### src/verilog/acbd_consts.vh
// Constants of the command byte decoder
`ifndef ACBD_CONSTS_VH
`define ACBD_CONSTS_VH
// Clock
`define ACBD_CLK_PERIOD_NS 100
// Leading bit patterns of a command byte
`define ACBD_SEL_CONV_BIT 7
`define ACBD_SEL_SETUP 2'b01
`define ACBD_SEL_AVG 3'b001
`define ACBD_SEL_RESET 4'b0001
// Conversion byte fields
`define ACBD_CONV_CH_HI 6
`define ACBD_CONV_CH_LO 3
`define ACBD_CONV_SWEEP_HI 2
`define ACBD_CONV_SWEEP_LO 1
`define ACBD_CONV_TEMP 0
// Setup byte fields
`define ACBD_SETUP_CLK_HI 5
`define ACBD_SETUP_CLK_LO 4
`define ACBD_SETUP_REF_HI 3
`define ACBD_SETUP_REF_LO 2
`define ACBD_SETUP_PAIR_HI 1
`define ACBD_SETUP_PAIR_LO 0
// Averaging byte fields
`define ACBD_AVG_EN 4
`define ACBD_AVG_CNT_HI 3
`define ACBD_AVG_CNT_LO 2
`define ACBD_AVG_REP_HI 1
`define ACBD_AVG_REP_LO 0
// Reset byte field
`define ACBD_RST_FIFO_ONLY 3
// Field encodings
`define ACBD_SWEEP_LOW_TO_N 2'b00
`define ACBD_SWEEP_N_TO_TOP 2'b01
`define ACBD_SWEEP_REPEAT 2'b10
`define ACBD_SWEEP_SINGLE 2'b11
`define ACBD_CLK_EXT 2'b11
`define ACBD_REF_INT_AUTO_OFF 2'b00
`define ACBD_REF_EXT_DIFF 2'b11
`define ACBD_PAIR_UNIPOLAR 2'b10
`define ACBD_PAIR_BIPOLAR 2'b11
// Power-up values
`define ACBD_RST_BYTE 8'h00
`define ACBD_RST_CLK_MODE 2'b10
`define ACBD_RST_FIELD2 2'b00
// Samples per result and repeat counts per select code
`define ACBD_AVG_N0 6'h04
`define ACBD_AVG_N1 6'h08
`define ACBD_AVG_N2 6'h10
`define ACBD_AVG_N3 6'h20
`define ACBD_REP_N0 5'h04
`define ACBD_REP_N1 5'h08
`define ACBD_REP_N2 5'h0C
`define ACBD_REP_N3 5'h10
// Timing in ns
`define ACBD_T_CNV_NS 3500
`define ACBD_T_TS_NS 65000
`define ACBD_T_RP_NS 65000
`endif

### src/verilog/acbd_serial_rx.v
// Serial byte receiver: pin synchronisers, clock edge finder, shifter
`timescale 1ns/10ps
`default_nettype none
module acbd_serial_rx (
   input wire clk,
   input wire reset_n,
   input wire sclk_pin,
   input wire cs_n_pin,
   input wire din_pin,
   output reg byte_valid,
   output reg [7:0] byte_data,
   output wire cs_active
);
   // ==========================================
   // Synchronisers
   reg [2:0] meta_q;
   reg [2:0] sync_q;
   reg sclk_prev_q;
   reg cs_prev_q;
   reg [2:0] bit_cnt_q;
   reg [6:0] shift_q;
   wire sclk_s = sync_q[2];
   wire cs_n_s = sync_q[1];
   wire din_s = sync_q[0];
   wire sclk_rise = sclk_s & ~sclk_prev_q;
   wire cs_fall = ~cs_n_s & cs_prev_q;
   assign cs_active = ~cs_n_s;

   always @(posedge clk or negedge reset_n) begin
      if (!reset_n) begin
         // Idle pin levels, so no false clock edge follows reset
         meta_q <= 3'h3;
         sync_q <= 3'h3;
         sclk_prev_q <= 1'b0;
         cs_prev_q <= 1'b1;
      end else begin
         meta_q <= {sclk_pin, cs_n_pin, din_pin};
         sync_q <= meta_q;
         sclk_prev_q <= sclk_s;
         cs_prev_q <= cs_n_s;
      end
   end

   // ==========================================
   // Shifter
   always @(posedge clk or negedge reset_n) begin
      if (!reset_n) begin
         bit_cnt_q <= 3'h0;
         shift_q <= 7'h00;
         byte_valid <= 1'b0;
         byte_data <= 8'h00;
      end else begin
         byte_valid <= 1'b0;
         if (cs_n_s | cs_fall) begin
            bit_cnt_q <= 3'h0;
         end else if (sclk_rise) begin
            shift_q <= {shift_q[5:0], din_s};
            bit_cnt_q <= bit_cnt_q + 3'h1;
            if (bit_cnt_q == 3'h7) begin
               byte_valid <= 1'b1;
               byte_data <= {shift_q, din_s};
            end
         end
      end
   end
endmodule // acbd_serial_rx
`default_nettype wire

### src/verilog/acbd_decoder.v
// Command byte decoder with pair registers, scan planner and scan timer
// How it works
// - Bytes arrive MSB first; leading 1, 01, 001, 0001 pick the target register.
// - Setup byte: bits 5:4 clock mode, 3:2 reference, 1:0 pair address.
// - Averaging byte: bit 4 enable, 3:2 sample count, 1:0 repeat count.
// - Conversion bits 6:3 give channel N in plain binary.
// - Sweep 00 converts channels 0 through N.
// - Sweep 01 converts N through the highest channel present.
// - Sweep 10 converts N repeatedly; repeat select sets result count.
// - Sweep 11 converts channel N exactly once.
// - Temperature bit adds one measurement as first result.
// - Sweeps 00/01 give one result per single channel or pair.
// - Clock modes 1x start on conversion byte; 0x on start pulse.
// - Channels taken as start input or negative reference are skipped.
// - Pair chosen by its lower channel; pair with taken member ignored.
// - Pair address 10/11 routes next byte to unipolar/bipolar register.
// - Pair address 00/01 leaves pair registers; next byte is command.
// - Pair set in both registers counts as unipolar.
// - Unipolar pairs give straight binary, bipolar two's complement.
// - Averaging enable averages up to 32 samples in every sweep.
// - External clock mode never averages.
// - Timed modes run sample time x samples x results plus extras.
// - Reset byte: bit set clears FIFO, clear restores all defaults.
// - Power-up all zero except clock mode 10.
// - Bits taken on rising serial clock; select fall starts new byte.
`timescale 1ns/10ps
`default_nettype none
`include "acbd_consts.vh"
module acbd_decoder #(
   parameter NUM_CHAN = 16,
   parameter T_CNV_NS = `ACBD_T_CNV_NS,
   parameter T_TS_NS = `ACBD_T_TS_NS,
   parameter T_RP_NS = `ACBD_T_RP_NS
) (
   input wire CLK,
   input wire RESET_N,
   input wire SCLK,
   input wire CS_N,
   input wire DIN,
   input wire CONVERT_START_N,
   output reg [3:0] CONV_CHANNEL,
   output reg [1:0] SWEEP_MODE,
   output reg TEMP_REQUEST,
   output reg [1:0] CLOCK_MODE,
   output reg [1:0] VREF_MODE,
   output reg [1:0] PAIR_REG_ADDR,
   output reg AVERAGING_ENABLE,
   output reg [1:0] AVG_COUNT_SEL,
   output reg [1:0] REPEAT_COUNT_SEL,
   output reg [7:0] UNIPOLAR_PAIR_BITS,
   output reg [7:0] BIPOLAR_PAIR_BITS,
   output reg [7:0] PAIR_TWOS_COMP,
   output reg SCAN_START,
   output reg [15:0] SCAN_CHAN_MASK,
   output reg [4:0] SCAN_RESULT_COUNT,
   output reg SCAN_TEMP_FIRST,
   output reg [5:0] SCAN_SAMPLES,
   output reg SCAN_BUSY,
   output reg FIFO_CLEAR
);
   // ==========================================
   // Timing counts
   // Rounded up so a scan never ends early
   localparam integer T_CNV_CYC = (T_CNV_NS + `ACBD_CLK_PERIOD_NS - 1) / `ACBD_CLK_PERIOD_NS;
   localparam integer T_TS_CYC = (T_TS_NS + `ACBD_CLK_PERIOD_NS - 1) / `ACBD_CLK_PERIOD_NS;
   localparam integer T_RP_CYC = (T_RP_NS + `ACBD_CLK_PERIOD_NS - 1) / `ACBD_CLK_PERIOD_NS;

   // Byte routing states
   localparam [1:0] ST_CMD = 2'b00;
   localparam [1:0] ST_UNI = 2'b01;
   localparam [1:0] ST_BI = 2'b10;

   // ==========================================
   // Serial receiver
   // Serial pin synchronisers live inside the receiver
   wire byte_valid;
   wire [7:0] byte_data;
   wire cs_active;

   acbd_serial_rx u_rx (
      .clk(CLK),
      .reset_n(RESET_N),
      .sclk_pin(SCLK),
      .cs_n_pin(CS_N),
      .din_pin(DIN),
      .byte_valid(byte_valid),
      .byte_data(byte_data),
      .cs_active(cs_active)
   );

   // ==========================================
   // Convert start pin
   // Reset to the idle high level so reset makes no false start
   reg cst_meta_q;
   reg cst_sync_q;
   reg cst_prev_q;
   wire cst_fall = ~cst_sync_q & cst_prev_q;

   always @(posedge CLK or negedge RESET_N) begin
      if (!RESET_N) begin
         cst_meta_q <= 1'b1;
         cst_sync_q <= 1'b1;
         cst_prev_q <= 1'b1;
      end else begin
         cst_meta_q <= CONVERT_START_N;
         cst_sync_q <= cst_meta_q;
         cst_prev_q <= cst_sync_q;
      end
   end

   // ==========================================
   // Byte classification
   wire is_conv = byte_data[`ACBD_SEL_CONV_BIT];
   wire is_setup = (byte_data[7:6] == `ACBD_SEL_SETUP);
   wire is_avg = (byte_data[7:5] == `ACBD_SEL_AVG);
   wire is_reset = (byte_data[7:4] == `ACBD_SEL_RESET);
   // Three lowest bits of a reset byte are never read
   wire [1:0] new_pair_addr = byte_data[`ACBD_SETUP_PAIR_HI:`ACBD_SETUP_PAIR_LO];

   reg [1:0] route_q;
   reg conv_written;

   // ==========================================
   // Register file
   always @(posedge CLK or negedge RESET_N) begin
      if (!RESET_N) begin
         route_q <= ST_CMD;
         CONV_CHANNEL <= 4'h0;
         SWEEP_MODE <= 2'h0;
         TEMP_REQUEST <= 1'b0;
         CLOCK_MODE <= `ACBD_RST_CLK_MODE;
         VREF_MODE <= `ACBD_RST_FIELD2;
         PAIR_REG_ADDR <= `ACBD_RST_FIELD2;
         AVERAGING_ENABLE <= 1'b0;
         AVG_COUNT_SEL <= 2'h0;
         REPEAT_COUNT_SEL <= 2'h0;
         UNIPOLAR_PAIR_BITS <= `ACBD_RST_BYTE;
         BIPOLAR_PAIR_BITS <= `ACBD_RST_BYTE;
         FIFO_CLEAR <= 1'b0;
         conv_written <= 1'b0;
      end else begin
         FIFO_CLEAR <= 1'b0;
         conv_written <= 1'b0;
         if (!cs_active) begin
            route_q <= ST_CMD; // Pair data must follow in the same frame
         end else if (byte_valid) begin
            case (route_q)
               // Data byte of a pair write is never decoded as a command
               ST_UNI: begin
                  UNIPOLAR_PAIR_BITS <= byte_data;
                  route_q <= ST_CMD;
               end
               ST_BI: begin
                  BIPOLAR_PAIR_BITS <= byte_data;
                  route_q <= ST_CMD;
               end
               default: begin
                  if (is_conv) begin
                     CONV_CHANNEL <= byte_data[`ACBD_CONV_CH_HI:`ACBD_CONV_CH_LO];
                     SWEEP_MODE <= byte_data[`ACBD_CONV_SWEEP_HI:`ACBD_CONV_SWEEP_LO];
                     TEMP_REQUEST <= byte_data[`ACBD_CONV_TEMP];
                     conv_written <= 1'b1;
                  end else if (is_setup) begin
                     CLOCK_MODE <= byte_data[`ACBD_SETUP_CLK_HI:`ACBD_SETUP_CLK_LO];
                     VREF_MODE <= byte_data[`ACBD_SETUP_REF_HI:`ACBD_SETUP_REF_LO];
                     PAIR_REG_ADDR <= new_pair_addr;
                     if (new_pair_addr == `ACBD_PAIR_UNIPOLAR) begin
                        route_q <= ST_UNI;
                     end else if (new_pair_addr == `ACBD_PAIR_BIPOLAR) begin
                        route_q <= ST_BI;
                     end else begin
                        route_q <= ST_CMD;
                     end
                  end else if (is_avg) begin
                     AVERAGING_ENABLE <= byte_data[`ACBD_AVG_EN];
                     AVG_COUNT_SEL <= byte_data[`ACBD_AVG_CNT_HI:`ACBD_AVG_CNT_LO];
                     REPEAT_COUNT_SEL <= byte_data[`ACBD_AVG_REP_HI:`ACBD_AVG_REP_LO];
                  end else if (is_reset) begin
                     if (byte_data[`ACBD_RST_FIFO_ONLY]) begin
                        FIFO_CLEAR <= 1'b1;
                     end else begin
                        CONV_CHANNEL <= 4'h0;
                        SWEEP_MODE <= 2'h0;
                        TEMP_REQUEST <= 1'b0;
                        CLOCK_MODE <= `ACBD_RST_CLK_MODE;
                        VREF_MODE <= `ACBD_RST_FIELD2;
                        PAIR_REG_ADDR <= `ACBD_RST_FIELD2;
                        AVERAGING_ENABLE <= 1'b0;
                        AVG_COUNT_SEL <= 2'h0;
                        REPEAT_COUNT_SEL <= 2'h0;
                        UNIPOLAR_PAIR_BITS <= `ACBD_RST_BYTE;
                        BIPOLAR_PAIR_BITS <= `ACBD_RST_BYTE;
                        FIFO_CLEAR <= 1'b1;
                     end
                  end
               end
            endcase
         end
      end
   end

   // ==========================================
   // Pair output format
   // Unipolar wins where both bits are set
   always @(posedge CLK or negedge RESET_N) begin
      if (!RESET_N) begin
         PAIR_TWOS_COMP <= 8'h00;
      end else begin
         PAIR_TWOS_COMP <= BIPOLAR_PAIR_BITS & ~UNIPOLAR_PAIR_BITS;
      end
   end

   // ==========================================
   // Scan planner
   // Start pin shares the top channel unless clock mode is 1x
   wire start_pin_taken = ~CLOCK_MODE[1];
   wire ref_neg_taken = (VREF_MODE == `ACBD_REF_EXT_DIFF);
   wire ext_clock = (CLOCK_MODE == `ACBD_CLK_EXT);
   wire [7:0] pair_diff = UNIPOLAR_PAIR_BITS | BIPOLAR_PAIR_BITS;

   reg [15:0] taken;
   reg [15:0] plan_mask;
   reg [4:0] plan_count;
   reg [4:0] rep_count;
   reg [5:0] plan_samples;
   reg in_rng;
   reg diff;
   reg single_ok;
   integer c;

   always @* begin
      c = 0;
      plan_samples = 6'h01;
      taken = 16'h0000;
      taken[NUM_CHAN-1] = start_pin_taken;
      taken[NUM_CHAN-2] = ref_neg_taken;
      plan_mask = 16'h0000;
      plan_count = 5'h00;
      in_rng = 1'b0;
      diff = 1'b0;
      // A pair converts on its lower channel, so its partner must be free too
      single_ok = !taken[CONV_CHANNEL];
      if (pair_diff[~CONV_CHANNEL[3:1]] && taken[{CONV_CHANNEL[3:1], 1'b1}]) begin
         single_ok = 1'b0;
      end
      case (REPEAT_COUNT_SEL)
         2'b00: rep_count = `ACBD_REP_N0;
         2'b01: rep_count = `ACBD_REP_N1;
         2'b10: rep_count = `ACBD_REP_N2;
         default: rep_count = `ACBD_REP_N3;
      endcase
      // Clock mode 11 never scans, so every sweep acts as single
      if ((SWEEP_MODE == `ACBD_SWEEP_LOW_TO_N || SWEEP_MODE == `ACBD_SWEEP_N_TO_TOP) && !ext_clock) begin
         for (c = 0; c < NUM_CHAN; c = c + 1) begin
            if (SWEEP_MODE == `ACBD_SWEEP_LOW_TO_N) begin
               in_rng = (c <= CONV_CHANNEL);
            end else begin
               in_rng = (c >= CONV_CHANNEL);
            end
            // Odd member of a pair rides on its even partner
            diff = pair_diff[7 - c/2];
            if (in_rng && diff && (c % 2 == 0)) begin
               if (!taken[c] && !taken[c+1]) begin
                  plan_mask[c] = 1'b1;
                  plan_count = plan_count + 5'h01;
               end
            end else if (in_rng && !diff && !taken[c]) begin
               plan_mask[c] = 1'b1;
               plan_count = plan_count + 5'h01;
            end
         end
      end else if (single_ok) begin
         plan_mask[CONV_CHANNEL] = 1'b1;
         if (SWEEP_MODE == `ACBD_SWEEP_REPEAT && !ext_clock) begin
            plan_count = rep_count;
         end else begin
            plan_count = 5'h01;
         end
      end
      if (AVERAGING_ENABLE && !ext_clock) begin
         case (AVG_COUNT_SEL)
            2'b00: plan_samples = `ACBD_AVG_N0;
            2'b01: plan_samples = `ACBD_AVG_N1;
            2'b10: plan_samples = `ACBD_AVG_N2;
            default: plan_samples = `ACBD_AVG_N3;
         endcase
      end else begin
         plan_samples = 6'h01;
      end
   end

   // ==========================================
   // Scan trigger
   // Mode 1x: conversion byte; mode 0x: start pin falling edge
   wire trigger = CLOCK_MODE[1] ? conv_written : cst_fall;
   wire timed = ~CLOCK_MODE[0];

   // ==========================================
   // Scan timer
   // Reference wake is charged on every scan in auto-off mode,
   // since the reference sleeps again after each scan.
   wire [31:0] base_cyc = T_CNV_CYC * plan_samples * (plan_count + TEMP_REQUEST);
   wire [31:0] ts_cyc = TEMP_REQUEST ? T_TS_CYC : 0;
   wire [31:0] rp_cyc = (VREF_MODE == `ACBD_REF_INT_AUTO_OFF) ? T_RP_CYC : 0;
   wire [31:0] total_cyc = base_cyc + ts_cyc + rp_cyc;
   reg [23:0] busy_cnt_q;

   always @(posedge CLK or negedge RESET_N) begin
      if (!RESET_N) begin
         SCAN_START <= 1'b0;
         SCAN_CHAN_MASK <= 16'h0000;
         SCAN_RESULT_COUNT <= 5'h00;
         SCAN_TEMP_FIRST <= 1'b0;
         SCAN_SAMPLES <= 6'h00;
         SCAN_BUSY <= 1'b0;
         busy_cnt_q <= 24'h000000;
      end else begin
         SCAN_START <= 1'b0;
         // A trigger during a timed scan is dropped, not queued
         if (trigger && !SCAN_BUSY) begin
            SCAN_START <= 1'b1;
            SCAN_CHAN_MASK <= plan_mask;
            SCAN_RESULT_COUNT <= plan_count + {4'h0, TEMP_REQUEST};
            SCAN_TEMP_FIRST <= TEMP_REQUEST;
            SCAN_SAMPLES <= plan_samples;
            if (timed && !ext_clock && (total_cyc != 32'h0)) begin
               SCAN_BUSY <= 1'b1;
               busy_cnt_q <= total_cyc[23:0] - 24'h000001;
            end
         end else if (SCAN_BUSY) begin
            if (busy_cnt_q == 24'h000000) begin
               SCAN_BUSY <= 1'b0;
            end else begin
               busy_cnt_q <= busy_cnt_q - 24'h000001;
            end
         end
      end
   end
endmodule // acbd_decoder
`default_nettype wire

### config.mk
export PLATFORM = sky130hd
export DESIGN_NAME = acbd_decoder
export DESIGN_NICKNAME = d
export VERILOG_FILES = /design/src/verilog/acbd_serial_rx.v /design/src/verilog/acbd_decoder.v
export VERILOG_INCLUDE_DIRS = /design/src /design/src/verilog
export SDC_FILE = /design/constraint.sdc
export NUM_CORES = 1
export LEC_CHECK = 0
export BUFFER_PORTS_ARGS = -buffer_cell sky130_fd_sc_hd__buf_4
export CAP_MARGIN = 10
export CORE_MARGIN = 10
export CORE_UTILIZATION = 53
export CTS_BUF_LIST = sky130_fd_sc_hd__clkbuf_16
export CTS_CLUSTER_SIZE = 14
export DETAILED_ROUTE_END_ITERATION = 8
export PLACE_DENSITY = 0.75
export SYNTH_ARGS = -nofsm -noshare
export SYNTH_HDL_FRONTEND = slang
export SYNTH_HIERARCHICAL = 1
export SYNTH_SLANG_ARGS = --single-unit
### constraint.sdc
create_clock -name CLK -period 23.7 [get_ports CLK]
set_input_delay 0 -clock CLK [delete_from_list [all_inputs] [get_ports CLK]]
set_output_delay 0 -clock CLK [all_outputs]
set_load 0.02 [all_outputs]
==> summary.md, run 1 <==
| Metric | Value |
|---|---|
| Proportion of layout cells with a drive suffix above 1 | between 10% and 20% |
| Slew margin rel. | 24.9% |
| Worst vdd ir | 0.0000531 V |
| Worst path max stage delay | 880 ps |
| Register area share after synthesis | 27.6% |
| Syn Nets | 1507 |
| DRC Markers | 0 |
| Initial antenna violation count | 0 |
| Final ANT Viol Nets | 0 |
| Die area | 28500 sq um |
| Critical path class | reg2reg |
| Via density | a little under 6 |
| Syn Inst Count | 1373 |
| Post-cts repair resize count | 0 |
| Setup Skew | 16.5 ps |
| WL final | 30.4 mm |
| CP required | 24040 ps |
| Top post-synthesis cells by area | dfrtp_1 (26%), ha_1 (8.4%), fa_1 (8.4%) |
| Max-Cap Viols | 0 |
| Top cell type's share of synthesized area | approximately a quarter |
| Final Util | 60.2% |
| Die height | 169 microns |
| Dominant synthesized flop cell | dfrtp_1 |
| Synth warnings | 6 |
| Final Worst Setup Slack | 4030 ps |
| Final Hold Viols | 0 |
| Static Leak | slightly above 6 nW |
| Core Region | 21800 sq um |
| Clock root cell | clkbuf_16 |
| Final setup vio count | 0 |
| Status | completed |
| Setup TNS | 0 ps |
| HPWL Detailed | 22.2 mm |
| CTS max path bufs | 2 |
| Synth-to-layout area growth | 11.9% |
| Total power draw | 0.000625 W |
| Initial DRC Count | 916 |
| IO Pins | 79 |
| RSZ-0062 raised after global routing | false |
| CP max FO | 30 |
| Fmax | 50.8 MHz |
| Ys async rst share | 100% |
| Post-place setup slack | 4230 ps |
| Clk slew on worst S/H paths | 70 ps |
| Post-Syn Area | 11700 sq um |
| Initial Util | 53.8% |
| Pin count of the biggest net entering global routing | 91 |
| Crit path max-delay family | adder cells |
| Finished Cell Area | 13100 sq um |
| Commonest cells post-synth | nand2_1 (184), inv_1 (123), dfrtp_1 (120) |
| Final Max Slew Viols | 0 |
| Worst-Skew Late Latency | 450 ps |
| Avg Inst Size Synth | 8.55 sq um |
| Number of synthesized register bits | 129 |
| Buf/Inv on CP | 6 |
| Die width | ~170 microns |
| Slowest CP cell | nor3_2 |
| Rows | 54 |
| Reg2Reg Setup Slack | 4030 ps |
| Area post-placement | 12500 sq um |
| Grt ovf | 0 |
| First-pass GRT wire length | 50.8 mm |
| DR vias | ~10000 |
| Global Route Usage Sum | 21.5% |
| Post-synth top area cell | dfrtp_1 |
| Vias in the first global route | 9816 |
| Pwr dens | 47.6 nW/um^2 |
| Top-count cell post-synth | nand2_1 |
| TritonCTS clock tree | done |
| Cell mode on critical path | ha_1 |
| Synth unique cells | 95 |
| Fillers | 1862 |
| Final period util | slightly above 80% |
| Setup crit end kind | flop |
| Ant diodes | 0 |
| Wire per inst | 17.8 microns |
| DRT Pass-1 Iters | 8 |
| EDFF count, synth | 0 |
| CP arrival | 20010 ps |
| Final critical-path required period | 19670 ps |
| GPL Wtd Cong | 0.901 |
| Least-Margin Pin Slew | 1120 ps |
| Total CTS buffers | 17 |
| Element type at the critical path start | flop |
| Worst min-delay path class | in2reg |
| Port Buffers | 77 |
| Final nets | between 1500 and 2000 |
| H-tree Lvls | 4 |
| Num Clock Sinks | 129 |
## worst register-to-register path, delay by kind of cell, from the launching register on
kind / cells / cell delay, ps
xor+xnor: 1 / 210
fa+ha+maj: 19 / 5890
flops: 1 / 710
simple gates: 22 / 4790
buf+inv: 6 / 770
compound gates: 26 / 5560
mux: 6 / 1600
## registers in the layout, summed over array words and instances, names as in the netlist, 2 cells and up
name                flops
AVG_COUNT_SEL           2
BIPOLAR_PAIR_BITS       8
CLOCK_MODE              2
CONV_CHANNEL            4
PAIR_REG_ADDR           2
PAIR_TWOS_COMP          8
REPEAT_COUNT_SEL        2
SCAN_CHAN_MASK         16
SCAN_RESULT_COUNT       5
SCAN_SAMPLES            5
SWEEP_MODE              2
UNIPOLAR_PAIR_BITS      8
VREF_MODE               2
busy_cnt_q             24
route_q                 2
u_rx/bit_cnt_q          3
u_rx/byte_data          8
u_rx/meta_q             3
u_rx/shift_q            7
u_rx/sync_q             3
## kinds of logic after synthesis
group | count (synthesis) | synth area share (%)
and+or+nand+nor | 506 | 21.2
other | 1 | 0.0319
AOI/OAI and AO/OA | 303 | 17.3
xor gates and xnor gates | 72 | 6.85
adders and majority gates | 128 | 16.8
buffers and inverters | 191 | 6.31
muxes | 43 | 3.99
DFF | 129 | 27.6
## report_power, final
group / internal (W) / total, W / leakage [nW] / switching, W
Combinational: 0.0000299 / 0.0000724 / 4.18 / 0.0000425
Sequential: 0.000246 / 0.000269 / 1.69 / 0.0000230
Clock: 0.000152 / 0.000284 / 0.295 / 0.000131
## routing by layer
layer | vias up | wire length (microns) | track usage, %
met2 | 323 | 14300 | 34.3
met1 | 4905 | 13600 | 29.2
met3 | 53 | 1760 | 3.54
met5 | - | 0 | 0
li1 | 4883 | - | -
met4 | 0 | 758 | 7.23
## cells in the final DEF, fill, tap and decap left out, types with 13 or more instances in the layout
cell type    n
nand2_1    184
inv_1      123
dfrtp_1    120
buf_4       86
ha_1        79
o21ai_0     78
nor2_1      76
a21oi_1     74
nor3_1      55
fa_1        49
xnor2_1     41
nand3_1     40
and2_1      25
mux2_2      22
mux2i_1     19
or2_2       17
xor2_1      17
clkbuf_16   17
or3_1       14
nor2b_1     14
a22o_1      13
## area by class of cell
cell class	instances	area (sq um)	area share (%)
clock buffers	17	425	3.24
clock inverters	15	185	1.41
inverters	126	473	3.60
multi-input cells	1053	7770	59.1
flip-flops and latches	129	3240	24.7
well taps	280	350	2.67
repair buffers	91	696	5.29
## stage by stage
step	hold slack [ps]	cells
finish	208	1711
CTS	203	1711
global placement	108	1674
floorplan	-296	1373
global route	219	1711
detailed placement	111	1674
## path summary, 6_finish.rpt
kind | from | end | cells past startpoint
worst max-delay path | CONV_CHANNEL[3]$_DFFE_PN0P_ | busy_cnt_q[0]$_DFFE_PN0P_ | 80
worst min-delay path | SCLK | u_rx/meta_q[2]$_DFF_PN0_ | 2
worst max register to register | CONV_CHANNEL[3]$_DFFE_PN0P_ | busy_cnt_q[0]$_DFFE_PN0P_ | 80
worst min register to register | u_rx/meta_q[2]$_DFF_PN0_ | u_rx/sync_q[2]$_DFF_PN0_ | 0
max in group asynchronous | RESET_N | SCAN_CHAN_MASK[7]$_DFFE_PN0P_ | 3
min in group asynchronous | RESET_N | u_rx/sync_q[2]$_DFF_PN0_ | 2
## timing repair
item | CTS | global route
endpoints found under the hold margin | 69 | 0
hold buffers | 5 | 0
buffers inserted | 0 | 0
Power figures use the tool's default switching activity.
==> run 2: changes to the inputs <==
--- a/config.mk
+++ b/config.mk
@@ -13,7 +13,7 @@
 export CTS_BUF_LIST = sky130_fd_sc_hd__clkbuf_16
 export CTS_CLUSTER_SIZE = 14
 export DETAILED_ROUTE_END_ITERATION = 8
-export PLACE_DENSITY = 0.75
+export PLACE_DENSITY = 0.78
 export SYNTH_ARGS = -nofsm -noshare
 export SYNTH_HDL_FRONTEND = slang
 export SYNTH_HIERARCHICAL = 1
==> constraint.sdc (replaced) <==
create_clock -name CLK -period 17.9 [get_ports CLK]
set_input_delay 0 -clock CLK [delete_from_list [all_inputs] [get_ports CLK]]
set_output_delay 0 -clock CLK [all_outputs]
set_load 0.02 [all_outputs]
==> summary.md, run 2 (synthesized netlist as in run 1, its figures left out) <==
| Metric | Value |
|---|---|
| DR vias | 10400 (+2.4%) |
| Hold Worst Slack | 208 ps (+0.123 ps) |
| Final ANT Viol Nets | 0 (unchanged) |
| Net Switching | 0.000258 W (+31%) |
| Finished Cell Area | 13500 sq um (+2.5%) |
| Final Hold Viols | 0 (unchanged) |
| Pint | 0.000570 W (+33%) |
| Element type at the critical path start | flop |
| Setup Skew | 18.8 ps (+2.26 ps) |
| Final critical-path required period | 16960 ps (-2710 ps) |
| Largest Register | busy_cnt_q |
| H-tree Lvls | 4 (unchanged) |
| Initial Util | 53.8% (unchanged) |
| Die height | 169 microns (unchanged) |
| FF+latch area | 3240 sq um (about the same) |
| Initial DRC Count | 860 (-6.1%) |
| Grt ovf | 0 (unchanged) |
| Status | completed |
| CP required | 18190 ps (-5850 ps) |
| Total CTS buffers | 17 (unchanged) |
| RSZ-0062 raised after global routing | true |
| Wire per inst | 18.0 microns (+1.1%) |
| Global Route Usage Sum | 21.8% (+0.27 points) |
| Critical path class | reg2reg |
| Pin count of the biggest net entering global routing | 91 (unchanged) |
| Gate power share | 12.2% (+0.6 points) |
| Max-Cap Viols | 0 (unchanged) |
| Worst vdd ir | 0.0000560 V (+5.5%) |
| DRT Pass-1 Iters | 6 (-2) |
| Pwr dens | 61.5 nW/um^2 (+29%) |
| Final Max Slew Viols | 0 (unchanged) |
| Area post-placement | 12600 sq um (+0.72%) |
| Clock root cell | clkbuf_16 |
| Die width | 169 microns (unchanged) |
| Port Buffers | 77 (unchanged) |
| Setup crit end kind | flop |
| Final setup vio count | 0 (unchanged) |
| Slew margin rel. | 24.4% (-0.47 points) |
| Die area | 28500 sq um (unchanged) |
| Most common cell after layout, fill and taps aside | nand2_1 |
| Multi-input logic area | 7900 sq um (+1.6%) |
| Clk slew on worst S/H paths | 70 ps (about the same) |
| CP max FO | 11 (-63%) |
| Worst-Skew Late Latency | 450 ps (about the same) |
| Total power draw | 0.000828 W (+32%) |
| Final nets | 1577 (+1.6%) |
| TritonCTS clock tree | done |
| Ant diodes | 0 (unchanged) |
| Biggest regs | busy_cnt_q x24, SCAN_CHAN_MASK x16 |
| CP arrival | 17260 ps (-2750 ps) |
| Slowest CP cell | fa_2 |
| IO Pins | 79 (unchanged) |
| Vias in the first global route | 10300 (+4.6%) |
| WL final | 31.2 mm (+2.6%) |
| Num Clock Sinks | 129 (unchanged) |
| Clk pwr share | 44.6% (-0.8 points) |
| Rows | 54 (unchanged) |
| Fmax | 59.0 MHz (+16%) |
| Worst path max stage delay | 630 ps (-250 ps) |
| DRC Markers | 0 (unchanged) |
| Most frequent cells in the layout | nand2_1 (184), inv_1 (123), dfrtp_1 (118) |
| Final period util | 94.8% (+12 points) |
| Initial antenna violation count | 0 (unchanged) |
| First-pass GRT wire length | 51.9 mm (+2.1%) |
| Via density | 5.99 (+0.91%) |
| Seq pwr share | 43.2% (+0.2 points) |
| Proportion of layout cells with a drive suffix above 1 | 17.2% (+2.8 points) |
| CTS max path bufs | 2 (unchanged) |
| Max FFs per register | 24 (unchanged) |
| HPWL Detailed | 22.7 mm (+2.3%) |
| Synth-to-layout area growth | 14.7% |
| Cell mode on critical path | ha_1 |
| Sw frac | 31.2% (-0.27 points) |
| Least-Margin Pin Slew | 1130 ps (+4.45 ps) |
| Core Region | 21800 sq um (unchanged) |
| GPL Wtd Cong | 0.933 (+3.5%) |
| Fillers | 1853 (-0.48%) |
| Static Leak | 6.31 nW (+2.3%) |
| Worst min-delay path class | in2reg |
run 2: per-stage QoR:
step                util, %  setup WS (ps)  cells  setup TNS, ps
floorplan                 -           1020   1373              0
CTS                    60.7           20.6   1723              0
global placement       57.6            609   1686              0
detailed placement     57.6           -146   1686           -811
finish                 61.7            938   1736              0
global route           61.7           -238   1736          -4950
run 2: area by class of cell:
cell class	instances	area share (%)
Multi-Input combinational cell	1054	58.6
Sequential cell	129	24.1
Timing Repair Buffer	115	6.65
Inverter	126	3.51
Clock buffer	17	3.16
Tap cell	280	2.60
Clock inverter	15	1.38
run 2: power groups by stage:
stage	combinational (W)	sequential (W)	clock, W
4_1_cts	0.0000981	0.000357	0.000369
3_3_place_gp	0.0000917	0.000361	0
6_report	0.000101	0.000358	0.000369
3_5_place_dp	0.0000968	0.000362	0
2_1_floorplan	0.0000622	0.000359	0
5_1_grt	0.000113	0.000363	0.000383
run 2: timing repair:
item / 4_1_cts / 5_1_grt
hold buffers: 5 / 0
pin swaps: 0 / 9
gates cloned: 0 / 1
resized for setup: 2 / 32
buffers inserted: 0 / 12
endpoints found under the hold margin: 73 / 0
endpoints found under the setup margin: 14 / 25
run 2: per-layer routing:
layer  vias to the layer above  track usage [%]  part of all wire [%]
li1                       4935                -                     -
met1                      5023             27.8                    43
met2                       369             36.0                    48
met3                        79             3.73                   5.6
met4                         0             8.86                   3.2
met5                         -                0                     0
run 2: worst paths after layout:
check                      slack (ps)                       from                            end  cells after the start
max in group asynchronous       16350                    RESET_N       VREF_MODE[0]$_DFFE_PN0P_                      3
setup reg to reg                  940  SWEEP_MODE[1]$_DFFE_PN0P_      busy_cnt_q[7]$_DFFE_PN0P_                     83
hold / removal                    210            CONVERT_START_N           cst_meta_q$_DFF_PN1_                      2
min in group asynchronous         270                    RESET_N  u_rx/byte_data[0]$_DFFE_PN0P_                      2
setup / recovery                  940  SWEEP_MODE[1]$_DFFE_PN0P_      busy_cnt_q[7]$_DFFE_PN0P_                     83
hold reg to reg                   350   u_rx/meta_q[2]$_DFF_PN0_       u_rx/sync_q[2]$_DFF_PN0_                      0
run 2: critical path: cells and delay by family (launching register included):
family | cells | cell delay [ps]
xor+xnor | 1 | 190
fa+ha+maj | 19 | 6130
simple gates | 21 | 3180
flops | 1 | 460
buf+inv | 9 | 1080
compound gates | 27 | 4290
mux | 6 | 1480
==> run 3: changes to the inputs <==
--- a/config.mk
+++ b/config.mk
@@ -13,7 +13,7 @@
 export CTS_BUF_LIST = sky130_fd_sc_hd__clkbuf_16
 export CTS_CLUSTER_SIZE = 14
 export DETAILED_ROUTE_END_ITERATION = 8
-export PLACE_DENSITY = 0.78
+export PLACE_DENSITY = 0.74
 export SYNTH_ARGS = -nofsm -noshare
 export SYNTH_HDL_FRONTEND = slang
 export SYNTH_HIERARCHICAL = 1
==> summary.md, run 3 (synthesized netlist as in run 1, its figures left out) <==
| Metric | Value |
|---|---|
| Worst setup path endpoint | busy_cnt_q[18]$_DFFE_PN0P_ |
| Final setup vio count | 0 (unchanged) |
| Proportion of layout cells with a drive suffix above 1 | 16.4% (-0.85 points) |
| Hold Worst Slack | 222 ps (+13.5 ps) |
| Initial Util | 53.8% (unchanged) |
| Worst path max stage delay | 610 ps (-20 ps) |
| Die height | 169 microns (unchanged) |
| Die width | 169 microns (unchanged) |
| WL final | 30.5 mm (-2.3%) |
| Final Hold Viols | 0 (unchanged) |
| Vias in the first global route | 10000 (-2.5%) |
| Initial antenna violation count | 0 (unchanged) |
| R2R depth | 80 (-3.6%) |
| Critical path class | reg2reg |
| Final nets | 1567 (-0.63%) |
| Final ANT Viol Nets | 0 (unchanged) |
| Worst vdd ir | 0.0000633 V (+13%) |
| Final critical-path required period | 16950 ps (-9.23 ps) |
| Max-Cap Viols | 0 (unchanged) |
| Slew margin rel. | 29.3% (+4.9 points) |
| Final Max Slew Viols | 0 (unchanged) |
| Setup crit end kind | flop |
| HPWL Detailed | 22.5 mm (-0.86%) |
| Pin count of the biggest net entering global routing | 91 (unchanged) |
| Port Buffers | 77 (unchanged) |
| DRC Markers | 0 (unchanged) |
| Biggest regs | busy_cnt_q x24, SCAN_CHAN_MASK x16 |
| DRT Pass-1 Iters | 6 (unchanged) |
| Placed Instances | 1684 (-0.12%) |
| Setup Skew | 14.9 ps (-3.89 ps) |
| Total CTS buffers | 17 (unchanged) |
| CP arrival | 17260 ps (about the same) |
| Most common cell after layout, fill and taps aside | nand2_1 |
| Max FFs per register | 24 (unchanged) |
| Reg2Reg Setup Slack | 950 ps (about the same) |
| GPL Wtd Cong | 0.904 (-3.1%) |
| Worst r2r src | SWEEP_MODE[1]$_DFFE_PN0P_ |
| Synth-to-layout area growth | 13.6% |
| H-tree Lvls | 4 (unchanged) |
| Core Region | 21800 sq um (unchanged) |
| Num Clock Sinks | 129 (unchanged) |
| Final period util | 94.7% (about the same) |
| Final Util | 61.1% (-0.62 points) |
| Pwr dens | 60.2 nW/um^2 (-2.0%) |
| First-pass GRT wire length | 51.3 mm (-1.2%) |
| Grt ovf | 0 (unchanged) |
| CTS max path bufs | 2 (unchanged) |
| DR vias | 10100 (-2.6%) |
| FF-to-FF End | busy_cnt_q[18]$_DFFE_PN0P_ |
| Static Leak | 6.24 nW (-1.2%) |
| Most frequent cells in the layout | nand2_1 (184), inv_1 (123), dfrtp_1 (118) |
| Slowest CP cell | fa_1 |
| Element type at the critical path start | flop |
| Worst min-delay path class | in2reg |
| CP required | 18210 ps (+20 ps) |
| Die area | 28500 sq um (unchanged) |
| CP max FO | 31 (+20) |
| Fmax | 59.0 MHz (about the same) |
| Area post-placement | 12600 sq um (-0.12%) |
| IO Pins | 79 (unchanged) |
| Largest Register | busy_cnt_q |
| Wire per inst | 17.7 microns (-1.7%) |
| Clock root cell | clkbuf_16 |
| Global Route Usage Sum | 21.5% (-0.29 points) |
| Crit. Startpoint | SWEEP_MODE[1]$_DFFE_PN0P_ |
| Cell mode on critical path | ha_1 |
| TritonCTS clock tree | done |
| Worst-Skew Late Latency | 430 ps (-20 ps) |
| Clk slew on worst S/H paths | 70 ps (about the same) |
| Initial DRC Count | 813 (-5.5%) |
| Ant diodes | 0 (unchanged) |
| Least-Margin Pin Slew | 1050 ps (-73.3 ps) |
| Via density | 5.87 (-2.0%) |
| Rows | 54 (unchanged) |
| Finished Cell Area | 13300 sq um (-1.0%) |
| Setup TNS | 0 ps (unchanged) |
| Status | completed |
| Final std cells w/o fill | 1726 (-0.58%) |
-- run 3: repair_timing --
action,4_1_cts,5_1_grt
resized for setup,1,24
setup buffers,0,5
hold endpoints to repair,74,0
hold buffers,5,0
pin swaps,0,6
endpoints found under the setup margin,1,25
-- run 3: where the power goes --
part / internal [W] / switching (W)
registers: 0.000326 / 0.0000306
clock network: 0.000187 / 0.000162
logic: 0.0000411 / 0.0000566
total: 0.000554 / 0.000249
-- run 3: how the worst min path moves through the flow --
stage	startpoint	to	slack, ps	cells after the start
2_1_floorplan	RESET_N	AVERAGING_ENABLE$_DFFE_PN0P_	-300	0
3_3_place_gp	CS_N	u_rx/meta_q[1]$_DFF_PN1_	110	1
3_5_place_dp	DIN	u_rx/meta_q[0]$_DFF_PN1_	110	1
4_1_cts	CS_N	u_rx/meta_q[1]$_DFF_PN1_	210	2
5_1_grt	DIN	u_rx/meta_q[0]$_DFF_PN1_	230	2
6_report	DIN	u_rx/meta_q[0]$_DFF_PN1_	220	2
-- run 3: critical path: cells and delay by family, from the launching register on --
family / cells / cell delay, ps
DFF: 1 / 530
adders and majority gates: 18 / 5830
AOI/OAI and AO/OA: 28 / 4770
buffers and inverters: 8 / 950
and+or+nand+nor: 19 / 3120
muxes: 6 / 1440
xor gates and xnor gates: 1 / 190
-- run 3: area by class of cell --
cell class,instances,area (sq um)
fill,1878,8490
multi-input combinational,1053,7870
sequential,129,3240
timing repair buffer,106,812
inverter,126,473
clock buffer,17,425
tap,280,350
clock inverter,15,161
-- run 3: metal layers --
metal | up-vias | wire (microns) | global-route usage, %
li1 | 4898 | - | -
met1 | 4888 | 13600 | 28.7
met2 | 299 | 14600 | 34.9
met3 | 50 | 1570 | 3.22
met4 | 0 | 689 | 7.46
met5 | - | 0 | 0
-- run 3: through the flow --
stage / total power [W] / worst slack [ps]
2_1_floorplan: 0.000421 / 1020
3_3_place_gp: 0.000452 / 660
3_5_place_dp: 0.000456 / 43.4
4_1_cts: 0.000804 / 144
5_1_grt: 0.000839 / -75.8
6_report: 0.000803 / 947
